### src/anim_bank_cfg.svh
`ifndef ANIM_BANK_CFG_SVH
`define ANIM_BANK_CFG_SVH

// ============================================================
// register offsets
`define OFS_PAUSE        8'h9A
`define OFS_PLAYBACK     8'h9B
`define OFS_U1_LEVEL1    8'h9C
`define OFS_U1_LEVEL2    8'h9D
`define OFS_U1_LEVEL3    8'h9E
`define OFS_U1_LEVEL4    8'h9F
`define OFS_U1_LEVEL5    8'hA0
`define OFS_U1_SLOPES12  8'hA1
`define OFS_U1_SLOPES34  8'hA2
`define OFS_U1_REPEAT    8'hA3
`define OFS_U2_LEVEL1    8'hA4
`define OFS_U2_LEVEL2    8'hA5
`define OFS_U2_LEVEL3    8'hA6
`define OFS_U2_LEVEL4    8'hA7
`define OFS_U2_LEVEL5    8'hA8
`define OFS_CTRL         8'hC0
`define OFS_STATUS       8'hC1
`define OFS_DUTY         8'hC2

// ============================================================
// fields, reset values, write masks
`define CTRL_START_BIT   0
`define CTRL_STOP_BIT    1
`define PAUSE_START_LSB  4
`define PAUSE_END_LSB    0
`define UNIT_NUM_LSB     4
`define PATTERN_FOREVER  4'hF
`define UNIT_FOREVER     2'h3
`define REG_RESET        8'h00
`define PLAYBACK_WMASK   8'h3F
`define U1_REPEAT_WMASK  8'h03

// ============================================================
// timing: table in hundredths of a second, code 0 at the low end
`define CLK_PERIOD_NS    100
`define TICK_TIME_MS     10
`define TICK_CYCLES      ((`TICK_TIME_MS * 1000000) / `CLK_PERIOD_NS)
`define TIME_TABLE_CS    {10'd805, 10'd706, 10'd599, 10'd501, 10'd402, 10'd304, 10'd250, 10'd206, \
                          10'd152, 10'd107, 10'd80, 10'd54, 10'd36, 10'd18, 10'd9, 10'd0}

`endif

### src/anim_bank_pkg.sv
`default_nettype none

package anim_bank_pkg;

	typedef enum logic [2:0]
	{
		S_IDLE        = 3'b000,
		S_START_PAUSE = 3'b001,
		S_NEXT        = 3'b010,
		S_SLOPE       = 3'b011,
		S_END_PAUSE   = 3'b100
	} eng_state_t;

	typedef struct packed
	{
		logic [14:0][7:0] regs;
		logic [7:0]       rdata;
		eng_state_t       st;
		logic             unit;
		logic [1:0]       seg;
		logic [1:0]       unit_left;
		logic [3:0]       pat_left;
		logic [7:0]       duty;
	} bank_state_t;

	typedef struct packed
	{
		logic        busy;
		logic        done;
		logic        tick;
		logic [31:0] pre;
		logic [9:0]  ticks;
	} timer_state_t;

endpackage : anim_bank_pkg

`default_nettype wire

### src/segment_timer.sv
`timescale 1ns/1ns
`default_nettype none
`include "anim_bank_cfg.svh"

module segment_timer
#(
	parameter int TICK_CYCLES = `TICK_CYCLES
)
(
	// clock and reset
	input  wire logic       clk,
	input  wire logic       rst_n,
	// request
	input  wire logic       start,
	input  wire logic [3:0] code,
	// progress
	output logic            tick,
	output logic            done,
	output logic            busy
);

	localparam logic [31:0] PRE_LAST = 32'(TICK_CYCLES - 1);
	localparam logic [159:0] TIME_TABLE = `TIME_TABLE_CS;

	anim_bank_pkg::timer_state_t s_reg;
	anim_bank_pkg::timer_state_t s_next;

	// ============================================================
	// code to duration
	function automatic logic [9:0] ticks_of(input logic [3:0] c);
		ticks_of = TIME_TABLE[c * 10 +: 10];
	endfunction : ticks_of

	// ============================================================
	// countdown; a fresh start always overrides a running count
	always_comb
	begin
		s_next      = s_reg;
		s_next.done = 1'b0;
		s_next.tick = 1'b0;
		if (start)
		begin
			s_next.busy  = 1'b1;
			s_next.ticks = ticks_of(code);
			s_next.pre   = 32'h0000_0000;
		end
		else if (s_reg.busy)
		begin
			if (s_reg.ticks == 10'h000)
			begin
				s_next.busy = 1'b0;
				s_next.done = 1'b1;
			end
			else if (s_reg.pre == PRE_LAST)
			begin
				s_next.pre   = 32'h0000_0000;
				s_next.ticks = s_reg.ticks - 10'h001;
				s_next.tick  = 1'b1;
			end
			else
			begin
				s_next.pre = s_reg.pre + 32'h0000_0001;
			end
		end
	end

	always_ff @(posedge clk or negedge rst_n)
	begin
		if (!rst_n)
			s_reg <= '0;
		else
			s_reg <= s_next;
	end

	assign tick = s_reg.tick;
	assign done = s_reg.done;
	assign busy = s_reg.busy;

endmodule : segment_timer
`default_nettype wire

### src/anim_config_bank.sv
// The strobed register port was left to the implementer.
`timescale 1ns/1ns
`default_nettype none
`include "anim_bank_cfg.svh"

module anim_config_bank
#(
	parameter int TICK_CYCLES = `TICK_CYCLES
)
(
	// clock and reset
	input  wire logic        REF_CLK,
	input  wire logic        RST_N,
	// register port
	input  wire logic [7:0]  ADDR,
	input  wire logic [7:0]  WDATA,
	input  wire logic        WR,
	input  wire logic        RD,
	output logic      [7:0]  RDATA,
	// unit two timing held in the neighbouring bank
	input  wire logic [15:0] U2_SLOPES,
	input  wire logic [1:0]  U2_REPEAT,
	// engine outputs
	output logic      [7:0]  DUTY,
	output logic             ENGINE_BUSY,
	output logic      [1:0]  ACTIVE_UNITS
);

	localparam logic [3:0] I_PAUSE = 4'(`OFS_PAUSE - `OFS_PAUSE);
	localparam logic [3:0] I_PB    = 4'(`OFS_PLAYBACK - `OFS_PAUSE);
	localparam logic [3:0] I_U1L1  = 4'(`OFS_U1_LEVEL1 - `OFS_PAUSE);
	localparam logic [3:0] I_U1S12 = 4'(`OFS_U1_SLOPES12 - `OFS_PAUSE);
	localparam logic [3:0] I_U1S34 = 4'(`OFS_U1_SLOPES34 - `OFS_PAUSE);
	localparam logic [3:0] I_U1RP  = 4'(`OFS_U1_REPEAT - `OFS_PAUSE);
	localparam logic [3:0] I_U2L1  = 4'(`OFS_U2_LEVEL1 - `OFS_PAUSE);

	anim_bank_pkg::bank_state_t st_reg;
	anim_bank_pkg::bank_state_t st_next;

	logic        cmd_start;
	logic        cmd_stop;
	logic        timer_start;
	logic [3:0]  timer_code;
	logic        t_tick;
	logic        t_done;
	logic [4:0]  hit_idx;
	logic [7:0]  target;

	// ============================================================
	// decode helpers
	function automatic logic [4:0] map_addr(input logic [7:0] a);
		logic [7:0] d;
		d = a - `OFS_PAUSE;
		map_addr = {(a >= `OFS_PAUSE) && (a <= `OFS_U2_LEVEL5), d[3:0]};
	endfunction : map_addr

	function automatic logic [7:0] wmask(input logic [3:0] idx);
		if (idx == I_PB)
			wmask = `PLAYBACK_WMASK;
		else if (idx == I_U1RP)
			wmask = `U1_REPEAT_WMASK;
		else
			wmask = 8'hFF;
	endfunction : wmask

	function automatic logic [1:0] units_of(input logic [1:0] code);
		if (code == 2'h0)
			units_of = 2'h1;
		else if (code == 2'h1)
			units_of = 2'h2;
		else
			units_of = 2'h3;
	endfunction : units_of

	function automatic logic [7:0] level_of(input logic [14:0][7:0] r, input logic u, input logic [2:0] k);
		level_of = r[(u ? I_U2L1 : I_U1L1) + 4'(k)];
	endfunction : level_of

	function automatic logic [3:0] slope_of(input logic [14:0][7:0] r, input logic [15:0] ext, input logic u,
		input logic [1:0] sg);
		logic [15:0] all;
		all = u ? ext : {r[I_U1S34], r[I_U1S12]};
		slope_of = all[sg * 4 +: 4];
	endfunction : slope_of

	// ============================================================
	// time base for pauses and slopes
	segment_timer
	#(
		.TICK_CYCLES (TICK_CYCLES)
	)
	u_timer
	(
		.clk   (REF_CLK),
		.rst_n (RST_N),
		.start (timer_start),
		.code  (timer_code),
		.tick  (t_tick),
		.done  (t_done),
		.busy  ()
	);

	// ============================================================
	// register port and engine
	always_comb
	begin
		st_next     = st_reg;
		cmd_start   = 1'b0;
		cmd_stop    = 1'b0;
		timer_start = 1'b0;
		timer_code  = 4'h0;
		hit_idx     = map_addr(ADDR);
		target      = level_of(st_reg.regs, st_reg.unit, 3'(st_reg.seg) + 3'h1);
		// read data stands for one cycle only
		st_next.rdata = 8'h00;

		if (WR)
		begin
			if (hit_idx[4])
				st_next.regs[hit_idx[3:0]] = WDATA & wmask(hit_idx[3:0]);
			else if (ADDR == `OFS_CTRL)
			begin
				cmd_start = WDATA[`CTRL_START_BIT];
				cmd_stop  = WDATA[`CTRL_STOP_BIT];
			end
		end
		if (RD)
		begin
			if (hit_idx[4])
				st_next.rdata = st_reg.regs[hit_idx[3:0]];
			else if (ADDR == `OFS_STATUS)
				st_next.rdata = {st_reg.st, st_reg.unit, st_reg.seg, 1'b0, (st_reg.st != anim_bank_pkg::S_IDLE)};
			else if (ADDR == `OFS_DUTY)
				st_next.rdata = st_reg.duty;
		end

		case (st_reg.st)
			anim_bank_pkg::S_IDLE:
			begin
				// zero repetitions: a start leaves the engine idle
				if (cmd_start && (st_reg.regs[I_PB][3:0] != 4'h0))
				begin
					st_next.pat_left = st_reg.regs[I_PB][3:0];
					timer_start      = 1'b1;
					timer_code       = st_reg.regs[I_PAUSE][`PAUSE_START_LSB +: 4];
					st_next.st       = anim_bank_pkg::S_START_PAUSE;
				end
			end
			anim_bank_pkg::S_START_PAUSE:
			begin
				if (t_done)
				begin
					st_next.unit      = 1'b0;
					st_next.unit_left = st_reg.regs[I_U1RP][1:0];
					st_next.st        = anim_bank_pkg::S_NEXT;
				end
			end
			anim_bank_pkg::S_NEXT:
			begin
				if (st_reg.unit_left == 2'h0)
				begin
					// units run in order; unit two only when the count field allows it
					if (!st_reg.unit && (units_of(st_reg.regs[I_PB][`UNIT_NUM_LSB +: 2]) != 2'h1))
					begin
						st_next.unit      = 1'b1;
						st_next.unit_left = U2_REPEAT;
					end
					else
					begin
						timer_start = 1'b1;
						timer_code  = st_reg.regs[I_PAUSE][`PAUSE_END_LSB +: 4];
						st_next.st  = anim_bank_pkg::S_END_PAUSE;
					end
				end
				else
				begin
					st_next.seg  = 2'h0;
					st_next.duty = level_of(st_reg.regs, st_reg.unit, 3'h0);
					timer_start  = 1'b1;
					timer_code   = slope_of(st_reg.regs, U2_SLOPES, st_reg.unit, 2'h0);
					st_next.st   = anim_bank_pkg::S_SLOPE;
				end
			end
			anim_bank_pkg::S_SLOPE:
			begin
				if (t_done)
				begin
					// land exactly on the level whatever the step count was
					st_next.duty = target;
					if (st_reg.seg == 2'h3)
					begin
						if (st_reg.unit_left != `UNIT_FOREVER)
							st_next.unit_left = st_reg.unit_left - 2'h1;
						st_next.st = anim_bank_pkg::S_NEXT;
					end
					else
					begin
						st_next.seg = st_reg.seg + 2'h1;
						timer_start = 1'b1;
						timer_code  = slope_of(st_reg.regs, U2_SLOPES, st_reg.unit, st_reg.seg + 2'h1);
					end
				end
				else if (t_tick)
				begin
					// one code step per tick; long slopes end flat, short ones snap
					if (st_reg.duty < target)
						st_next.duty = st_reg.duty + 8'h01;
					else if (st_reg.duty > target)
						st_next.duty = st_reg.duty - 8'h01;
				end
			end
			anim_bank_pkg::S_END_PAUSE:
			begin
				if (t_done)
				begin
					if (st_reg.pat_left == 4'h1)
						st_next.st = anim_bank_pkg::S_IDLE;
					else
					begin
						if (st_reg.pat_left != `PATTERN_FOREVER)
							st_next.pat_left = st_reg.pat_left - 4'h1;
						timer_start = 1'b1;
						timer_code  = st_reg.regs[I_PAUSE][`PAUSE_START_LSB +: 4];
						st_next.st  = anim_bank_pkg::S_START_PAUSE;
					end
				end
			end
			default:
			begin
				st_next.st = anim_bank_pkg::S_IDLE;
			end
		endcase

		if (cmd_stop)
			st_next.st = anim_bank_pkg::S_IDLE;
	end

	always_ff @(posedge REF_CLK or negedge RST_N)
	begin
		if (!RST_N)
		begin
			st_reg      <= '0;
			st_reg.regs <= {15{`REG_RESET}};
		end
		else
			st_reg <= st_next;
	end

	assign RDATA        = st_reg.rdata;
	assign DUTY         = st_reg.duty;
	assign ENGINE_BUSY  = (st_reg.st != anim_bank_pkg::S_IDLE);
	assign ACTIVE_UNITS = units_of(st_reg.regs[I_PB][`UNIT_NUM_LSB +: 2]);

	logic [15:0] u1_slopes;
	assign u1_slopes = {st_reg.regs[I_U1S34], st_reg.regs[I_U1S12]};
endmodule : anim_config_bank
`default_nettype wire

### config.mk
export PLATFORM = sky130hd
export DESIGN_NAME = anim_config_bank
export DESIGN_NICKNAME = d
export VERILOG_FILES = /design/src/anim_bank_pkg.sv /design/src/segment_timer.sv /design/src/anim_config_bank.sv
export VERILOG_INCLUDE_DIRS = /design/src
export SDC_FILE = /design/constraint.sdc
export NUM_CORES = 1
export LEC_CHECK = 0
export BUFFER_PORTS_ARGS = -buffer_cell sky130_fd_sc_hd__buf_2
export CAP_MARGIN = 0
export CORE_AREA = 2 2 158 129
export CTS_CLUSTER_SIZE = 25
export DETAILED_ROUTE_END_ITERATION = 8
export DIE_AREA = 0 0 160 131
export GPL_ROUTABILITY_DRIVEN = 0
export PLACE_DENSITY = 0.79
export SKIP_CTS_REPAIR_TIMING = 1
export SLEW_MARGIN = 20
export SYNTH_ARGS = -nofsm -noshare
export SYNTH_HDL_FRONTEND = slang
export SYNTH_SLANG_ARGS = --single-unit
### constraint.sdc
create_clock -name REF_CLK -period 6.2 [get_ports REF_CLK]
set_input_delay 1.24 -clock REF_CLK [delete_from_list [all_inputs] [get_ports REF_CLK]]
set_output_delay 1.24 -clock REF_CLK [all_outputs]
set_load 0.03 [all_outputs]
* After elaboration in Yosys (flattened, before gate mapping)
Cells that the tools add are included.
Storage, ports and cells: register bits after elaboration 193, bits of input ports 38, output and inout port bits 19, word-level logic and storage cells 200
Operators by class: add/sub/neg operators 10, multipliers 1, order comparisons 8, equal/unequal tests 37, shift operators 2, muxes and demuxes 88, bitwise logic cells 1, reductions and logical operators 26
Operators by type and width (number):
- $shiftx 160x9->10 const A | 1
- $mux 8 | 17
- $bwmux 120 | 1
- $bmux 8 s4 | 3
- $mux 4 | 14
- $mux 45 | 1
- $mux 43 | 1
- $mux 42 | 1
- $add 32x1->32 const B | 1
- $demux 8 s4 | 1
- $eq 32x17->1 const B | 1
- $mux 32 | 1
- $eq 8x8->1 const B | 3
- $mux 2 | 12
- $ne 2x2->1 const B | 11
- $mux 3 | 7
- $mux 1 | 19
- $mux 16 | 1
- $pmux 4 s4 | 1
- $pmux 8 s2 | 1
- $shiftx 16x5->4 | 1
- $lt 4x5->1 const B | 3
- $pmux 3 s5 | 1
- $reduce_and 4->1 | 3
- other kinds (48) | 67

* Logic depth before layout (Yosys ltp)
word-level depth 13, depth in mapped cells 24

* Cells and area by module
From an unflattened synthesis, not the netlist that was laid out.
Unflattened totals: cell total of the unflattened synthesis 1162, area total of the unflattened synthesis 12434.4 um2
Modules (own cells, without submodules):
- anim_config_bank | instances 1, cells an instance 813, area an instance 9332.7 um2
- segment_timer | instances 1, cells an instance 349, area an instance 3101.7 um2

* Worst setup path before layout
Ideal clock, no wire load.
path kind reg2reg, start point reg st_reg[14] (netlist bit), end point reg st_reg, in the netlist DUTY[6], library setup time 0.124 ns, arrival 4.804 ns, data required time 6.076 ns, slack 1.272 ns, cell stages (with the launch flop) 25, path buffers 5, path through dfrtp_1 buf_2 buf_2 inv_1 ha_1 buf_4 buf_2 buf_2 mux4_2 nand2_1 nand3_1 nand2_1 ha_1 a21o_1 a21o_1 a21oi_1 nand2b_1 fa_1 a21o_1 a21oi_1 o21ai_0 a21oi_1 xor2_1 mux2i_1 o31a_1
Between the ends: word-level cells in the longest chain between the ends 9, elaborated cells between the ends (all ways) 12, classes of those cells add/sub: 2; order compare: 2; eq/ne: 1; mux: 6; reduce/logical: 1
RTL lines:
- start, declared | line anim_config_bank.sv:37 | anim_bank_pkg::bank_state_t st_reg;
- start signal, assigned | line anim_config_bank.sv:246 | st_reg <= st_next;
- $add 2x1->3 (*) | line anim_config_bank.sv:113 | target = level_of(st_reg.regs, st_reg.unit, 3'(st_reg.seg) + 3'h1);
- $add 4x3->4 (*) | line anim_config_bank.sv:76 | level_of = r[(u ? I_U2L1 : I_U1L1) + 4'(k)];
- $bmux 8 s4 (*) | line anim_config_bank.sv:76
- $mux 8 (*) | line anim_config_bank.sv:76
- $lt 8x8->1 | line anim_config_bank.sv:206 | if (st_reg.duty < target)
- $mux 8 | line anim_config_bank.sv:206
- $mux 8 | line anim_config_bank.sv:203 | else if (t_tick)
- $mux 8 | line anim_config_bank.sv:186 | if (t_done)
- $pmux 8 s2 | line anim_config_bank.sv:137 | case (st_reg.st)
Mark *: on every way between the ends. The rest lies on a longest branch, timed or not. The select of a mux whose other input is x is not followed. A chain may end at the register's enable or synchronous reset.

* Worst setup path after layout
start point reg st_reg[15] (netlist bit), end point reg st_reg, in the netlist DUTY[6]
The elaborated chain is that of the path after synthesis.

==> impl_metrics.tcl <==
set metrics [dict create \
    status "complete, no violations" \
    netlist_instances 1158 \
    p_leak_nw 5.69 \
    min_period_over_period_pct 83.8 \
    clk_pin_slew_ps 80 \
    clkSinkCount 193 \
    rsz0062_at_grt "false" \
    synth_top_area_share_pct 40.0 \
    die_width_um 160 \
    critPathArrivalTime_ps 5520 \
    port_buffers 56 \
    root_buffer "clkbuf_16" \
    num_vias 9666 \
    ant_nets 0 \
    powerDensity_nw_per_um2 325 \
    first_global_vias 9042 \
    synth-async-reset-ratio_pct 100 \
    power.switching_mw 1.59 \
    grt_first_pass_wirelength_mm 52.3 \
    critPathTopFamily "compound AO/OA/AOI/OAI gates" \
    synth_edf_count 0 \
    yosysWarnings 0 \
    rows 46 \
    cts_made_buffers 17 \
    yosysSeqAreaShare_pct 40.0 \
    core_area_sq_um 19500 \
    drive_above_1_share_pct 23.3 \
    hpwl_mm 23.4 \
    synth_fp_nets 1228 \
    crit_start "st_reg[15]" \
    cp_num_buf_inv 2 \
    netlist_top_cells_area "dfrtp_1, mux4_2, mux2_2, nand2_1, o21ai_0" \
    end_kind "flip-flop" \
    grt_max_degree 88 \
    r2r_slack_ps 1000 \
    dieArea_sq_um 21000 \
    vdd_ir_drop_max_uv 208 \
    hp-class "reg -> reg" \
    io_pins 57 \
    synth-seq-cells 193 \
    clock_latency_ps 450 \
    start_util_pct 62.1 \
    largest_register_ffs 132 \
    nets 1236 \
    hold_ws_ps 519 \
    htreeDepth 4 \
    via_per_inst 6.70 \
    hp-start "st_reg[83]" \
    synth.distinct_cells 75 \
    syn_avg_cell_area_sq_um 10.4 \
    instances_no_fill 1443 \
    fin_worst_skew_ps 19.6 \
    cp_max_fo 14 \
    fmax_mhz 192 \
    grt-ovfl-total 0 \
    required_ps 6520 \
    critical_path.cell_chain "inv_1, ha_2, buf_4, mux4_2, o21ai_0, a21o_1, ha_1, nor2b_1, o21a_1, o21ai_0, a21oi_1, nand2b_1, fa_1, a21o_1, a21oi_1, o21ai_0, a21oi_1, xor2_1, mux2i_1, o31a_1" \
    p_int_mw 2.65 \
    fin_tns_setup_ps 0 \
    hold_violations 0 \
    yosys.area.top_type "dfrtp_1" \
    maxCapViolCount 0 \
    clkPwrFrac_pct 27.8 \
    combPwrFrac_pct 35.9 \
    fin_crit_ps 5200 \
    antenna_found_initial 0 \
    nFillCells 1502 \
    cp_slowest_stage_delay_ps 530 \
    switching_share_pct 37.5 \
    drc 0 \
    dr.pass1.iters 5 \
    dp.cells 1411 \
    rr_worst_depth 20 \
    critPathSlowestCell "mux4_2" \
    worst_r2r_startpoint "st_reg[15]" \
    track_usage_pct 32.8 \
    max_slew_margin_pct 28.9 \
    antenna_cells_inserted 0 \
    r2r-end "DUTY[6]" \
    wirelength_mm 33.2 \
    cts_tree "yes" \
    cp-start-kind "flip-flop" \
    maxSlewViolCount 0 \
    fp.dieH_um 131 \
    wl_per_cell_um 23.0 \
    synth_area_sq_um 12100 \
    syn2layout_area_growth_pct 7.69 \
    drtIter0Drc 1054 \
    clock_path_buffers 2 \
    setup_violations 0 \
    path_depth 20 \
    worst_pin_slew_ps 1060 \
    seqPwrFrac_pct 36.3 \
    endpoint "DUTY[6]" \
    critPathKind "reg -> reg" \
    synth_ff_type "dfrtp_1" \
]
==> area by class of cell <==
type / count / area [sq um] / share of cell area, %
flip-flops and latches: 193 / 4830 / 37.1
clock buffers: 19 / 443 / 3.41
inverters: 41 / 154 / 1.18
multi-input cells: 845 / 6700 / 51.5
repair buffers: 68 / 379 / 2.91
clock inverters: 13 / 174 / 1.34
well taps: 264 / 330 / 2.54
==> cells in the mapped netlist (3+ instances only) <==
library cell    n
and2_1         21
xor2_1         10
nand2_1       145
nor2_1         61
or3_1           9
ha_1           31
a211oi_1        5
dfrtp_1       193
and4_1          3
nor3_1         19
buf_4          21
o21ai_1        14
nor4_1          7
buf_2          22
o22ai_1         7
o31ai_1         6
mux2i_1        29
a22oi_1        15
o221ai_2        3
xnor2_1        19
mux2_2         75
or4_1           3
a21oi_1        27
a21o_1          7
buf_1           3
clkbuf_1       32
nand3_1        23
inv_1          39
or2_2           4
nand2b_1        3
nand4_1        23
mux4_2         64
o21ai_0       108
a31oi_1         9
nor2b_1        13
o211ai_1       19
nand3b_1        6
nor2_2          6
and3_1          7
==> how the worst min path moves through the flow <==
stage               cells after the start  slack, ps           endpoint
detailed placement                      2        490         st_reg[81]
global placement                        2        480         st_reg[79]
floorplan                               2        460        st_reg[126]
global route                            1        530  u_timer.s_reg[22]
finish                                  2        520         st_reg[83]
CTS                                     2        510         st_reg[78]
==> placed cells by master (no fill, tap or decap), drive strengths merged, types with 10 or more instances in the layout <==
cell type and n:
a22oi 15, ha 31, nor3 19, nor2b 13, mux2 78, mux4 65, a21oi 28, inv 47
o211ai 19, nand4 24, dfrtp 193, mux2i 29, nand3 23, o21ai 122, nand2 145, xnor2 19
nor2 68, buf 67, nor4 10, clkbuf 20, xor2 10, and2 21
==> per-stage QoR <==
stage / instance area [sq um] / total power, mW / setup WS, ps / utilization, %
2_1_floorplan: 12100 / 2.69 / 1270 / -
3_3_place_gp: 12400 / 2.99 / 1230 / 63.7
3_5_place_dp: 12400 / 3.04 / 1140 / 63.7
4_1_cts: 13000 / 4.21 / 1080 / 66.9
5_1_grt: 13000 / 4.46 / 602 / 66.9
6_report: 13000 / 4.23 / 1000 / 66.9
==> kinds of logic after synthesis <==
kind of cell	share of synthesized area, %
and+or+nand+nor	15.2
AOI/OAI and AO/OA	12.8
DFF	40.0
muxes	21.9
buffers and inverters	4.67
adders and majority gates	3.38
xor gates and xnor gates	2.10
==> metal layers <==
layer / vias to the layer above / wire length [um] / GRT usage, %
li1: 4256 / - / -
met1: 4751 / 14000 / 47.9
met2: 584 / 14100 / 46.4
met3: 75 / 4210 / 10.3
met4: 0 / 963 / 11.9
met5: - / 0 / 0
==> power by group through the flow <==
stage	clock network (mW)	logic (mW)	registers, mW
after floorplan	0	1.20	1.49
after global placement	0	1.44	1.54
after detailed placement	0	1.49	1.55
after CTS	1.18	1.50	1.53
after global routing	1.24	1.67	1.55
final	1.18	1.52	1.54
==> tightest hold or removal path: cells and delay by family, from the launching register on <==
kind | cells | cell delay, ps
AOI/OAI and AO/OA | 1 | 60
and+or+nand+nor | 1 | 50
DFF | 1 | 370
Power figures use the tool's default switching activity.
